<file path="config.mk">
export PLATFORM = sky130hd
export DESIGN_NAME = serial_slave_dma_channel
export DESIGN_NICKNAME = d
export VERILOG_FILES = /design/src/rtl/dma_pkg.sv /design/src/rtl/serial_slave_dma_channel.sv
export SDC_FILE = /design/constraint.sdc
export NUM_CORES = 2
export LEC_CHECK = 0
export ABC_AREA = 1
export BUFFER_PORTS_ARGS = -buffer_cell sky130_fd_sc_hd__buf_2
export CORE_UTILIZATION = 35
export DETAILED_ROUTE_END_ITERATION = 16
export SYNTH_ARGS = -nofsm -noshare
export SYNTH_HDL_FRONTEND = slang
export SYNTH_SLANG_ARGS = --single-unit
</file>
<file path="constraint.sdc">
create_clock -name ref_clk -period 2.25 [get_ports ref_clk]
set_input_delay 0.1125 -clock ref_clk [delete_from_list [all_inputs] [get_ports ref_clk]]
set_output_delay 0.1125 -clock ref_clk [all_outputs]
set_load 0.03 [all_outputs]
</file>
<file path="src/rtl/dma_pkg.sv">
// Behaviour
// (RULE1) Data pin selector: pin 0-31, port 0-1, bit 31 high means disconnected.
// (RULE2) Software loads word-aligned RAM start pointers, separate for receive and transmit.
// (RULE3) Each channel moves at most its byte-limit register count of bytes.
// (RULE4) Moved-byte count register is refreshed when the transfer ends.
// (RULE5) Moved-byte count register is also refreshed on every pattern hit.
// (RULE6) With abort-on-fault set, a bus fault ends the ongoing transfer at once.
// (RULE7) Each channel captures the address of the latest faulting access.
// (RULE8) Four pattern filters, enabled by config bits 0-3, reset zero.
// (RULE9) Config bits 4-7 pick continuous or one-shot (until next word) per filter.
// (RULE10) One-shot filters with external shortcuts can detect consecutive sequences; this block has no shortcut inputs, only a config write re-enables a filter.
// (RULE11) Enabled filter raises its numbered hit when received data equals its pattern word.
// (RULE12) Pattern words written mid-transfer take effect after a hit or transfer end.
// (RULE13) Receive bytes go to consecutive addresses from the pointer, ending at the limit.
package dma_pkg;

  // ===========================================================================
  // Register map (byte offsets)
  // ===========================================================================
  localparam logic [11:0] OFS_TASKS        = 12'h000;
  localparam logic [11:0] OFS_INT_STATUS   = 12'h300;
  localparam logic [11:0] OFS_INT_MASK     = 12'h304;
  localparam logic [11:0] OFS_CHAN_STATUS  = 12'h400;
  localparam logic [11:0] OFS_PIN_SELECT   = 12'h604;
  localparam logic [11:0] OFS_RX_PTR       = 12'h704;
  localparam logic [11:0] OFS_RX_LIMIT     = 12'h708;
  localparam logic [11:0] OFS_RX_MOVED     = 12'h70C;
  localparam logic [11:0] OFS_RX_ABORT     = 12'h71C;
  localparam logic [11:0] OFS_RX_FAULT     = 12'h720;
  localparam logic [11:0] OFS_MATCH_CFG    = 12'h724;
  localparam logic [11:0] OFS_PATTERN_BASE = 12'h728;
  localparam logic [11:0] OFS_PATTERN_STEP = 12'h004;
  localparam logic [11:0] OFS_TX_PTR       = 12'h73C;
  localparam logic [11:0] OFS_TX_LIMIT     = 12'h740;
  localparam logic [11:0] OFS_TX_MOVED     = 12'h744;
  localparam logic [11:0] OFS_TX_ABORT     = 12'h754;
  localparam logic [11:0] OFS_TX_FAULT     = 12'h758;

  // ===========================================================================
  // Fields and reset values
  // ===========================================================================
  localparam int          CNT_W          = 16;
  localparam int          NUM_FILTERS    = 4;
  localparam logic [31:0] PIN_SEL_RESET  = 32'hFFFFFFFF;
  localparam logic [31:0] ZERO_RESET     = 32'h00000000;
  localparam int          TASK_START_RX  = 0;
  localparam int          TASK_START_TX  = 1;
  localparam int          TASK_STOP_RX   = 2;
  localparam int          TASK_STOP_TX   = 3;
  localparam int          TASK_DISABLE_LSB = 8;
  localparam int          CFG_ENABLE_LSB = 0;
  localparam int          CFG_ONESHOT_LSB = 4;

  // Event bits of the interrupt status and mask registers
  localparam int          NUM_EV         = 10;
  localparam int          EV_RX_END      = 0;
  localparam int          EV_RX_STARTED  = 1;
  localparam int          EV_RX_FAULT    = 2;
  localparam int          EV_MATCH_LSB   = 3;
  localparam int          EV_TX_END      = 7;
  localparam int          EV_TX_STARTED  = 8;
  localparam int          EV_TX_FAULT    = 9;

  // ===========================================================================
  // Types
  // ===========================================================================
  typedef struct packed {
    logic        disconnect;
    logic [24:0] unused;
    logic        port;
    logic [4:0]  pin;
  } pin_select_t;

  typedef struct packed {
    logic [31:0] addr;
    logic        write;
    logic [7:0]  wbyte;
  } mem_cmd_t;

  typedef enum logic [1:0] {RX_IDLE, RX_WAIT, RX_STORE} rx_state_t;
  typedef enum logic [1:0] {TX_IDLE, TX_FETCH, TX_SEND} tx_state_t;

endpackage : dma_pkg

</file>
<file path="src/rtl/serial_slave_dma_channel.sv">
// Implementation choice: register access over AHB-Lite.
`timescale 1ns/100ps
`default_nettype none
module serial_slave_dma_channel
  import dma_pkg::*;
(
  input  wire logic              ref_clk,
  input  wire logic              nrst,
  // AHB-Lite register slave
  input  wire logic              hsel,
  input  wire logic [31:0]       haddr,
  input  wire logic [1:0]        htrans,
  input  wire logic              hwrite,
  input  wire logic [2:0]        hsize,
  input  wire logic [31:0]       hwdata,
  input  wire logic              hready,
  output logic      [31:0]       hrdata,
  output logic                   hreadyout,
  output logic                   hresp,
  // RAM access port
  output logic                   mem_req,
  output mem_cmd_t               mem_cmd,
  input  wire logic              mem_ready,
  input  wire logic [7:0]        mem_rbyte,
  input  wire logic              mem_fault,
  // Byte stream from the serial slave receiver
  input  wire logic              rx_valid,
  input  wire logic [7:0]        rx_byte,
  output logic                   rx_ready,
  // Byte stream to the serial slave transmitter
  output logic                   tx_valid,
  output logic      [7:0]        tx_byte,
  input  wire logic              tx_ready,
  // Pin routing and interrupt
  output pin_select_t            sda_select,
  output logic                   irq
);

  // ===========================================================================
  // Helpers
  // ===========================================================================
  function automatic logic word_match(input logic [7:0] data, input logic [31:0] word);
    word_match = ({24'h000000, data} == word);
  endfunction : word_match

  function automatic logic [31:0] widen(input logic [CNT_W-1:0] value);
    widen = {{(32-CNT_W){1'b0}}, value};
  endfunction : widen

  // ===========================================================================
  // Declarations
  // ===========================================================================
  logic              dp_valid, dp_write, wr_en;
  logic [11:0]       dp_addr;
  logic [31:0]       pin_select;
  logic [31:0]       rx_ptr, rx_fault_addr;
  logic [CNT_W-1:0]  rx_limit, rx_moved;
  logic              rx_abort_on_fault;
  logic [7:0]        match_cfg;
  logic [31:0]       pattern_word [NUM_FILTERS];
  logic [31:0]       live_word [NUM_FILTERS];
  logic [NUM_FILTERS-1:0] word_pending;
  logic [31:0]       tx_ptr, tx_fault_addr;
  logic [CNT_W-1:0]  tx_limit, tx_moved;
  logic              tx_abort_on_fault;
  logic [NUM_EV-1:0] int_status;
  logic [NUM_EV-1:0] int_mask;
  logic [NUM_EV-1:0] events;

  rx_state_t         rx_state;
  logic [31:0]       rx_addr;
  logic [CNT_W-1:0]  rx_cnt, rx_lim;
  logic [7:0]        rx_hold;
  tx_state_t         tx_state;
  logic [31:0]       tx_addr;
  logic [CNT_W-1:0]  tx_cnt, tx_lim;
  logic [7:0]        tx_hold;

  logic              task_wr, start_rx, start_tx, stop_rx, stop_tx;
  logic              rx_want, tx_want, tx_owns, tx_grant, rx_grant;
  logic              rx_done, rx_fault_ev, rx_end_ev, rx_accept;
  logic [NUM_FILTERS-1:0] hit;
  logic              tx_done, tx_fault_ev, tx_abort, tx_step, tx_end_ev;

  // ===========================================================================
  // AHB-Lite slave: zero wait states, always OKAY
  // ===========================================================================
  always_ff @(posedge ref_clk or negedge nrst) begin
    if (!nrst) begin
      dp_valid <= 1'b0;
      dp_write <= 1'b0;
      dp_addr  <= 12'h000;
    end else if (hready) begin
      dp_valid <= hsel & htrans[1];
      dp_write <= hwrite;
      dp_addr  <= haddr[11:0];
    end
  end

  assign hreadyout = 1'b1;
  assign hresp     = 1'b0;
  assign wr_en     = dp_valid & dp_write;
  assign task_wr   = wr_en && (dp_addr == OFS_TASKS);

  // Read mux works on the latched address so a read right after a write sees new data
  always_comb begin
    hrdata = 32'h00000000;
    if (dp_valid && !dp_write) begin
      unique case (dp_addr)
        OFS_INT_STATUS:  hrdata = {{(32-NUM_EV){1'b0}}, int_status};
        OFS_INT_MASK:    hrdata = {{(32-NUM_EV){1'b0}}, int_mask};
        OFS_CHAN_STATUS: hrdata = {30'h00000000, tx_state != TX_IDLE, rx_state != RX_IDLE};
        OFS_PIN_SELECT:  hrdata = pin_select;
        OFS_RX_PTR:      hrdata = rx_ptr;
        OFS_RX_LIMIT:    hrdata = widen(rx_limit);
        OFS_RX_MOVED:    hrdata = widen(rx_moved);
        OFS_RX_ABORT:    hrdata = {31'h00000000, rx_abort_on_fault};
        OFS_RX_FAULT:    hrdata = rx_fault_addr;
        OFS_MATCH_CFG:   hrdata = {24'h000000, match_cfg};
        OFS_TX_PTR:      hrdata = tx_ptr;
        OFS_TX_LIMIT:    hrdata = widen(tx_limit);
        OFS_TX_MOVED:    hrdata = widen(tx_moved);
        OFS_TX_ABORT:    hrdata = {31'h00000000, tx_abort_on_fault};
        OFS_TX_FAULT:    hrdata = tx_fault_addr;
        default: begin
          for (int i = 0; i < NUM_FILTERS; i++) begin
            if (dp_addr == OFS_PATTERN_BASE + 12'(i) * OFS_PATTERN_STEP) begin
              hrdata = pattern_word[i];
            end
          end
        end
      endcase
    end
  end

  // ===========================================================================
  // Plain configuration registers
  // ===========================================================================
  always_ff @(posedge ref_clk or negedge nrst) begin
    if (!nrst) begin
      pin_select        <= PIN_SEL_RESET;
      rx_ptr            <= ZERO_RESET;
      rx_limit          <= '0;
      rx_abort_on_fault <= 1'b0;
      tx_ptr            <= ZERO_RESET;
      tx_limit          <= '0;
      tx_abort_on_fault <= 1'b0;
      int_mask          <= '0;
    end else if (wr_en) begin
      unique case (dp_addr)
        OFS_PIN_SELECT: pin_select        <= hwdata; // (RULE1)
        OFS_RX_PTR:     rx_ptr            <= hwdata; // (RULE2)
        OFS_RX_LIMIT:   rx_limit          <= hwdata[CNT_W-1:0];
        OFS_RX_ABORT:   rx_abort_on_fault <= hwdata[0];
        OFS_TX_PTR:     tx_ptr            <= hwdata;
        OFS_TX_LIMIT:   tx_limit          <= hwdata[CNT_W-1:0];
        OFS_TX_ABORT:   tx_abort_on_fault <= hwdata[0];
        OFS_INT_MASK:   int_mask          <= hwdata[NUM_EV-1:0];
        default: ;
      endcase
    end
  end

  assign sda_select = pin_select_t'(pin_select); // (RULE1)

  // ===========================================================================
  // Tasks and RAM port arbitration
  // ===========================================================================
  assign start_rx = task_wr & hwdata[TASK_START_RX];
  assign start_tx = task_wr & hwdata[TASK_START_TX];
  assign stop_rx  = task_wr & hwdata[TASK_STOP_RX];
  assign stop_tx  = task_wr & hwdata[TASK_STOP_TX];

  assign rx_want  = (rx_state == RX_STORE);
  assign tx_want  = (tx_state == TX_FETCH) && (tx_lim != '0);
  // An access in flight keeps its owner, so the receiver cannot cut in mid-access
  assign tx_grant = tx_want && (!rx_want || tx_owns);
  assign rx_grant = rx_want && !tx_grant;
  assign mem_req  = rx_grant | tx_grant;

  always_comb begin
    mem_cmd = '0;
    if (rx_grant) begin
      mem_cmd = '{addr: rx_addr, write: 1'b1, wbyte: rx_hold}; // (RULE13)
    end else if (tx_grant) begin
      mem_cmd = '{addr: tx_addr, write: 1'b0, wbyte: 8'h00};
    end
  end

  always_ff @(posedge ref_clk or negedge nrst) begin
    if (!nrst) begin
      tx_owns <= 1'b0;
    end else begin
      tx_owns <= tx_grant & ~mem_ready;
    end
  end

  // ===========================================================================
  // Receive channel
  // ===========================================================================
  assign rx_ready    = (rx_state == RX_WAIT) && (rx_lim != '0);
  assign rx_accept   = rx_ready & rx_valid;
  assign rx_done     = rx_grant & mem_ready;
  assign rx_fault_ev = rx_done & mem_fault;
  assign rx_end_ev   = (rx_state != RX_IDLE) &&
                       (stop_rx || (rx_fault_ev && rx_abort_on_fault) ||           // (RULE6)
                        (rx_done && CNT_W'(rx_cnt + 1'b1) == rx_lim) ||             // (RULE3)
                        (rx_state == RX_WAIT && rx_lim == '0));

  always_comb begin
    for (int i = 0; i < NUM_FILTERS; i++) begin
      hit[i] = rx_accept && match_cfg[CFG_ENABLE_LSB + i] &&
               word_match(rx_byte, live_word[i]); // (RULE11)
    end
  end

  always_ff @(posedge ref_clk or negedge nrst) begin
    if (!nrst) begin
      rx_state <= RX_IDLE;
      rx_addr  <= ZERO_RESET;
      rx_cnt   <= '0;
      rx_lim   <= '0;
      rx_hold  <= 8'h00;
    end else if (rx_end_ev) begin
      rx_state <= RX_IDLE;
    end else begin
      unique case (rx_state)
        RX_IDLE: begin
          if (start_rx) begin
            rx_addr  <= rx_ptr; // (RULE13)
            rx_cnt   <= '0;
            rx_lim   <= rx_limit; // (RULE3)
            rx_state <= RX_WAIT;
          end
        end
        RX_WAIT: begin
          if (rx_accept) begin
            rx_hold  <= rx_byte;
            rx_state <= RX_STORE;
          end
        end
        RX_STORE: begin
          if (rx_done) begin
            rx_addr  <= rx_addr + 32'h00000001; // (RULE13)
            rx_cnt   <= CNT_W'(rx_cnt + 1'b1);
            rx_state <= RX_WAIT;
          end
        end
      endcase
    end
  end

  always_ff @(posedge ref_clk or negedge nrst) begin
    if (!nrst) begin
      rx_moved <= '0;
    end else if (rx_end_ev) begin
      rx_moved <= rx_done ? CNT_W'(rx_cnt + 1'b1) : rx_cnt; // (RULE4)
    end else if (|hit) begin
      rx_moved <= rx_cnt; // (RULE5)
    end
  end

  // Software may also write the fault address; a new fault overwrites it
  always_ff @(posedge ref_clk or negedge nrst) begin
    if (!nrst) begin
      rx_fault_addr <= ZERO_RESET;
    end else if (rx_fault_ev) begin
      rx_fault_addr <= rx_addr; // (RULE7)
    end else if (wr_en && dp_addr == OFS_RX_FAULT) begin
      rx_fault_addr <= hwdata;
    end
  end

  // ===========================================================================
  // Pattern matcher
  // ===========================================================================
  always_ff @(posedge ref_clk or negedge nrst) begin
    if (!nrst) begin
      match_cfg <= 8'h00; // (RULE8)
    end else if (wr_en && dp_addr == OFS_MATCH_CFG) begin
      match_cfg <= hwdata[7:0];
    end else begin
      for (int i = 0; i < NUM_FILTERS; i++) begin
        // One-shot filters live only until the next received word
        if (rx_accept && match_cfg[CFG_ONESHOT_LSB + i]) begin
          match_cfg[CFG_ENABLE_LSB + i] <= 1'b0; // (RULE9)
        end
        if (task_wr && hwdata[TASK_DISABLE_LSB + i]) begin
          match_cfg[CFG_ENABLE_LSB + i] <= 1'b0; // (RULE9)
        end
      end
    end
  end

  always_ff @(posedge ref_clk or negedge nrst) begin
    if (!nrst) begin
      for (int i = 0; i < NUM_FILTERS; i++) begin
        pattern_word[i] <= ZERO_RESET;
        live_word[i]    <= ZERO_RESET;
      end
      word_pending <= '0;
    end else begin
      for (int i = 0; i < NUM_FILTERS; i++) begin
        if ((|hit || rx_end_ev) && word_pending[i]) begin
          live_word[i]    <= pattern_word[i]; // (RULE12)
          word_pending[i] <= 1'b0;
        end
        if (wr_en && dp_addr == OFS_PATTERN_BASE + 12'(i) * OFS_PATTERN_STEP) begin
          pattern_word[i] <= hwdata;
          // A write during a transfer waits, so the search in progress is not disturbed
          if (rx_state == RX_IDLE) begin
            live_word[i] <= hwdata;
          end else begin
            word_pending[i] <= 1'b1; // (RULE12)
          end
        end
      end
    end
  end

  // ===========================================================================
  // Transmit channel
  // ===========================================================================
  assign tx_valid    = (tx_state == TX_SEND);
  assign tx_byte     = tx_hold;
  assign tx_done     = tx_grant & mem_ready;
  assign tx_fault_ev = tx_done & mem_fault;
  assign tx_abort    = tx_fault_ev & tx_abort_on_fault;
  // A faulted fetch without abort skips that byte
  assign tx_step     = (tx_valid && tx_ready) || (tx_fault_ev && !tx_abort_on_fault);
  assign tx_end_ev   = (tx_state != TX_IDLE) &&
                       (stop_tx || tx_abort ||                                  // (RULE6)
                        (tx_step && CNT_W'(tx_cnt + 1'b1) == tx_lim) ||          // (RULE3)
                        (tx_state == TX_FETCH && tx_lim == '0));

  always_ff @(posedge ref_clk or negedge nrst) begin
    if (!nrst) begin
      tx_state <= TX_IDLE;
      tx_addr  <= ZERO_RESET;
      tx_cnt   <= '0;
      tx_lim   <= '0;
      tx_hold  <= 8'h00;
    end else if (tx_end_ev) begin
      tx_state <= TX_IDLE;
    end else begin
      unique case (tx_state)
        TX_IDLE: begin
          if (start_tx) begin
            tx_addr  <= tx_ptr;
            tx_cnt   <= '0;
            tx_lim   <= tx_limit; // (RULE3)
            tx_state <= TX_FETCH;
          end
        end
        TX_FETCH: begin
          if (tx_done && !mem_fault) begin
            tx_hold  <= mem_rbyte;
            tx_state <= TX_SEND;
          end
        end
        TX_SEND: ;
      endcase
      if (tx_step) begin
        tx_addr  <= tx_addr + 32'h00000001;
        tx_cnt   <= CNT_W'(tx_cnt + 1'b1);
        tx_state <= TX_FETCH;
      end
    end
  end

  always_ff @(posedge ref_clk or negedge nrst) begin
    if (!nrst) begin
      tx_moved <= '0;
    end else if (tx_end_ev) begin
      tx_moved <= tx_step ? CNT_W'(tx_cnt + 1'b1) : tx_cnt; // (RULE4)
    end
  end

  always_ff @(posedge ref_clk or negedge nrst) begin
    if (!nrst) begin
      tx_fault_addr <= ZERO_RESET;
    end else if (tx_fault_ev) begin
      tx_fault_addr <= tx_addr; // (RULE7)
    end else if (wr_en && dp_addr == OFS_TX_FAULT) begin
      tx_fault_addr <= hwdata;
    end
  end

  // ===========================================================================
  // Interrupts: sticky status, write one to clear, set beats clear
  // ===========================================================================
  always_comb begin
    events                = '0;
    events[EV_RX_END]     = rx_end_ev;
    events[EV_RX_STARTED] = start_rx && rx_state == RX_IDLE;
    events[EV_RX_FAULT]   = rx_fault_ev;
    events[EV_TX_END]     = tx_end_ev;
    events[EV_TX_STARTED] = start_tx && tx_state == TX_IDLE;
    events[EV_TX_FAULT]   = tx_fault_ev;
    for (int i = 0; i < NUM_FILTERS; i++) begin
      events[EV_MATCH_LSB + i] = hit[i]; // (RULE11)
    end
  end

  always_ff @(posedge ref_clk or negedge nrst) begin
    if (!nrst) begin
      int_status <= '0;
    end else if (wr_en && dp_addr == OFS_INT_STATUS) begin
      int_status <= (int_status & ~hwdata[NUM_EV-1:0]) | events;
    end else begin
      int_status <= int_status | events;
    end
  end

  assign irq = |(int_status & int_mask);

endmodule : serial_slave_dma_channel
`default_nettype wire

</file>
* Yosys cells after proc, flatten, opt, wreduce, memory -nomap -nowiden
Index checks and enable logic that the tools add are counted.
** Storage, ports and cells
- Register bits :: 677
- Input port bits :: 94
- Output and inout bits :: 119
- Logic and storage cells :: 273
** Operators by class
- Add/sub/neg operators :: 4
- Equality and inequality tests :: 36
- Mux-type cells :: 71
- Bitwise logic cells :: 22
- Reductions and logical operators :: 99
** Operators by type and width (number)
- $mux W32 :: 26
- $pmux W32 S15 :: 1
- $eq A12 B11 Y1 const B :: 17
- $eq A8 B32 Y1 :: 4
- $mux W16 :: 8
- $mux W41 :: 2
- $add A32 B1 Y32 const B :: 2
- $pmux W32 S2 :: 1
- $logic_and A1 B1 Y1 :: 46
- $add A16 B1 Y16 const B :: 2
- $eq A16 B16 Y1 :: 2
- $logic_not A16 Y1 :: 2
- $pmux W16 S2 :: 1
- $reduce_bool A16 Y1 :: 2
- $eq A12 B10 Y1 const B :: 2
- $reduce_and A3 Y1 :: 8
- $and A10 B10 Y10 :: 2
- $mux W1 :: 20
- $or A10 B10 Y10 :: 2
- $mux W2 :: 8
- $reduce_and A2 Y1 :: 8
- $reduce_bool A2 Y1 :: 8
- $and A1 B1 Y1 :: 13
- $logic_not A12 Y1 :: 1
- other kinds (23) :: 44

* Depth between registers and ports, before layout
- Depth in word-level cells :: 18
- Depth in mapped cells :: 21
- Mapped depth without buffers :: 19

* Least setup slack after synthesis
OpenSTA, ideal clock, no wires.
- Kind :: register to output
- Start point :: register dp_addr[6]
- End point :: output hrdata[2]
- Arrival time :: 2.648 ns
- Required time :: 2.138 ns
- Setup slack :: -0.511 ns
- Cell stages (with the launch flop) :: 12
- Buffers on the path :: 2
- Cell sequence :: dfrtp_1 -> nor2_1 -> nand2_1 -> nor2_1 -> buf_2 -> inv_1 -> nor2_1 -> clkbuf_1 -> nand2_1 -> o221ai_1 -> a211oi_1 -> a211oi_1
** On the way
- Word-level cells in the longest chain between the ends :: 7
- Elaborated cells between the ends (all ways) :: 25
- Those cells by class :: eq/ne: 19; mux: 6
** RTL lines
- from (decl) :: RTL line serial_slave_dma_channel.sv:54 : logic [11:0] dp_addr;
- from (signal assigned) :: RTL line serial_slave_dma_channel.sv:96 : dp_addr <= haddr[11:0];
- $eq A12 B11 Y1 :: RTL line serial_slave_dma_channel.sv:127 : if (dp_addr == OFS_PATTERN_BASE + 12'(i) * OFS_PATTERN_STEP) begin
- $mux W32 (4 in series) :: RTL line serial_slave_dma_channel.sv:127
- $pmux W32 S15 (*) :: RTL line serial_slave_dma_channel.sv:109 : unique case (dp_addr)
- $mux W32 (*) :: RTL line serial_slave_dma_channel.sv:108 : if (dp_valid && !dp_write) begin
- to (decl) :: RTL line serial_slave_dma_channel.sv:17 : output logic [31:0] hrdata,
Mark *: on every way between the ends. The rest lies on a longest branch, timed or not.

* Worst setup path after layout
- Start point :: register dp_addr[6]
- End point :: output hrdata[12]
The elaborated chain is that of the path after synthesis.

==> summary.txt <==
Critical path
  – CP required: 2.14 ns
  – Startpoint Class: flop
  – Worst Path Arrival: between 3 and 4 ns
  – Number of cells on the worst reg-to-reg path: 21
  – Crit Path Max Fanout: 4
  – Critical Path Max Stage Delay: between 0.4 and 0.5 ns
  – Worst setup EP type: output port
  – CP Class: reg2out
  – Critical-path top delay cell: dfrtp_2
  – CP Cell Sequence: nor2_4 -> nand2_2 -> nor2_4 -> buf_12 -> nand2_4 -> nand4_1 -> nor2_2 -> nand2_2 -> clkinvlp_4 -> buf_6 -> nor4_4 -> buf_4 -> nor3_4 -> buf_6

STA
  – Fin Clk Skew: between 0.04 and 0.05 ns
  – Final WS setup: -1.22 ns
  – Worst-Margin Slew: 1.07 ns
  – Tcrit/Tclk final: 154%
  – Hold Vio Cnt, Final: 0
  – Max Fclk: ~290 MHz
  – Setup violations, final: 467
  – Fin. max-slew vios: 0
  – Unrepaired setup endpoints after global routing: yes
  – Slew headroom: 28.2%
  – Min Tclk post-route: 3.47 ns

Logic synthesis
  – Number of synthesized flops with an enable pin: 0
  – Adder-cell area share of the yosys netlist: less than 1%
  – XOR/XNOR Fraction of Synth Area: 1.77%
  – Synth Register Bits: 677
  – Ys async rst share: 100%
  – Post-synthesis net count: about 5k
  – Post-Synth Simple-Gate Area: about 27%
  – Synth warn: 0
  – Avg Synthesized Cell Area: ~7.5 sq um
  – Sequential share of the synthesized area: 47.0%
  – Mux cell area share after synthesis: 0.249%
  – Syn Inst Count: 4847
  – Largest family of logic cells by synthesized area: simple AND/OR/NAND/NOR gates
  – Main synth FF type: dfrtp_1
  – Synth unique cells: 48
  – Compound-gate portion of the synthesized area: around 15%
  – Mapped Area: 36100 sq um

Clock network
  – CTS Buf Count: 79
  – CTS root buf: clkbuf_16
  – TritonCTS clock tree: yes
  – Clock Sinks: around 680
  – CTS HTree Levels: 3
  – Worst skew pair latency: 0.67 ns
  – Clk slew on worst S/H paths: about 0.060 ns
  – Clk buf depth: 3

Detailed routing
  – DRT iter0 DRCs: 4902
  – Vias per cell: around 5.6
  – First drt pass iteration count: 6
  – Wire per inst: around 23 microns
  – Post-route ant nets: 0
  – Final WL: 165000 microns
  – Routed via count: approximately 40k
  – Drc violations: 0

Place
  – IO Port Bufs: roughly 190
  – RD Place Congestion: about 1
  – Post-Place Setup Slack: -0.898 ns
  – Post-DP HPWL: 109000 microns

Layout
  – Commonest cells after routing, fill and taps aside: nand2_1 (1075), dfrtp_1 (636), buf_4 (626), nor2_1 (494), inv_1 (493)
  – Syn-to-layout area delta: 48.1%
  – Most common cell after layout, fill and taps aside: nand2_1
  – Nets: slightly below 6k
  – # diodes: 0
  – FF/Latch Area: 17000 sq um
  – Fill cells: 9233
  – Share of layout cells above drive strength 1: between 20% and 30%
  – Multi-input gate area: 18900 sq um
  – Final Core Density: between 50% and 60%

Power and ir drop
  – Worst VDD drop: roughly 0.60 mV
  – Pleak: 0.0262 uW
  – Cell Pwr Density: 857 nW/um^2

Global route
  – Vias in the first global route: about 37k
  – Total gr overflow: 0
  – Largest net degree at the start of global routing: a little under 100
  – First-pass GRT wire length: about 240000 microns
  – Global Route Usage Sum: a little under a third
  – Initial antenna violation count: 6

Run status
  – Failing checks: setup timing
  – Outcome: complete, but fails checks

Floorplan
  – Rows: around 120
  – Initial Util: 35.4%
  – DIE WIDTH: 323 microns
  – I/O pins: roughly 210
  – Die area: 105000 sq um
  – Die Height: around 320 microns
  – Core area: ~100000 sq um

Min path
  – Worst hold stages: 5
  – Hold Path Class: in2reg

Job
  – Max Cap Viol: 0
==> cells by family after synthesis <==
family,count (synthesis)
xor gates and xnor gates,73
buffers and inverters,821
DFF,677
muxes,8
other,2
and+or+nand+nor,2360
adders and majority gates,5
AOI/OAI and AO/OA,901
==> cell usage after synthesis, types with 37 or more instances <==
cell type  instances  area share, %
nand2_1         1184             12
dfrtp_1          645             45
nor2_1           546            5.7
inv_1            509            5.3
nand3_1          481            6.7
o21ai_0          461            6.4
clkbuf_1         195            2.0
a21oi_1          133            1.8
o221ai_1          70            1.7
o22ai_1           67            1.2
xor2_1            62            1.5
a211oi_1          54            1.1
nand4_1           48           0.83
nor3_1            47           0.65
buf_2             44           0.61
o211ai_1          42           0.87
buf_1             37           0.38
==> through the flow <==
stage,power [uW],std cells,instance area (sq um),setup TNS (ns),hold slack [ns]
2_1_floorplan,21700,4847,36400,-14.13,-0.183
3_3_place_gp,27000,6766,43600,-140.13,0.0190
3_5_place_dp,27200,6766,43600,-153.54,0.0209
4_1_cts,44400,7092,50800,-177.92,0.00400
5_1_grt,47700,7174,53500,-256.24,0.0223
6_report,45900,7174,53500,-192.27,0.0342
==> repair_timing <==
item | 4_1_cts | 5_1_grt
pin swaps | 98 | 194
endpoints found under the hold margin | 886 | 0
hold buffers | 84 | 0
endpoints found under the setup margin | 552 | 500
setup buffers | 73 | 60
gates resized for setup | 510 | 399
cloned | 32 | 28
==> path summary, 6_finish.rpt <==
path | startpoint | endpoint | slack (ns)
setup / recovery | dp_addr[6] | hrdata[12] | -1.22
hold reg to reg | tx_addr[31] | tx_addr[31] | 0.47
setup reg to reg | rx_cnt[0] | live_word[94] | -0.64
min in group asynchronous | nrst | live_word[8] | 0.16
max in group asynchronous | nrst | pattern_word[40] | 0.60
hold / removal | hwdata[3] | tx_state[1] | 0.03
==> critical path: cells and delay by family (launching register included) <==
kind | cells | cell delay (ns)
and+or+nand+nor | 9 | 1.33
buffers and inverters | 5 | 0.93
DFF | 1 | 0.44
==> area by class of cell <==
type                            count  share of cell area [%]
Clock buffer                      110                    4.16
Clock inverter                     36                    1.08
Inverter                          525                    3.73
Multi-Input combinational cell   3349                    35.2
Sequential cell                   677                    31.8
Tap cell                         1368                    3.20
Timing Repair Buffer             1109                    20.9
==> flip-flops by register name (all words and copies together), names as in the netlist, 10 cells and up <==
signal and flops:
live_word 128, rx_ptr 32, sda_select 32, tx_cnt 16, rx_cnt 16, tx_addr 32, rx_lim 16, rx_fault_addr 32
dp_addr 12, rx_moved 16, rx_addr 32, tx_ptr 32, tx_moved 16, int_mask 10, int_status 10, pattern_word 128
tx_fault_addr 32, tx_lim 16, tx_limit 16, rx_limit 16
==> routing by layer <==
metal | vias up | track usage (%) | share of wire, %
met3 | 524 | 6.13 | 9.5
met2 | 2172 | 46.6 | 45
met4 | 6 | 15.0 | 6.2
met1 | 19400 | 40.1 | 40
met5 | - | 0 | 0.020
li1 | 17800 | - | -
==> report_power, final <==
part / internal (uW) / switching [uW] / total (uW)
Combinational: 6790 / 9130 / 15900
Sequential: 14300 / 1540 / 15800
Clock: 8460 / 5680 / 14100
No activity file was read; power rests on OpenSTA's default activity.
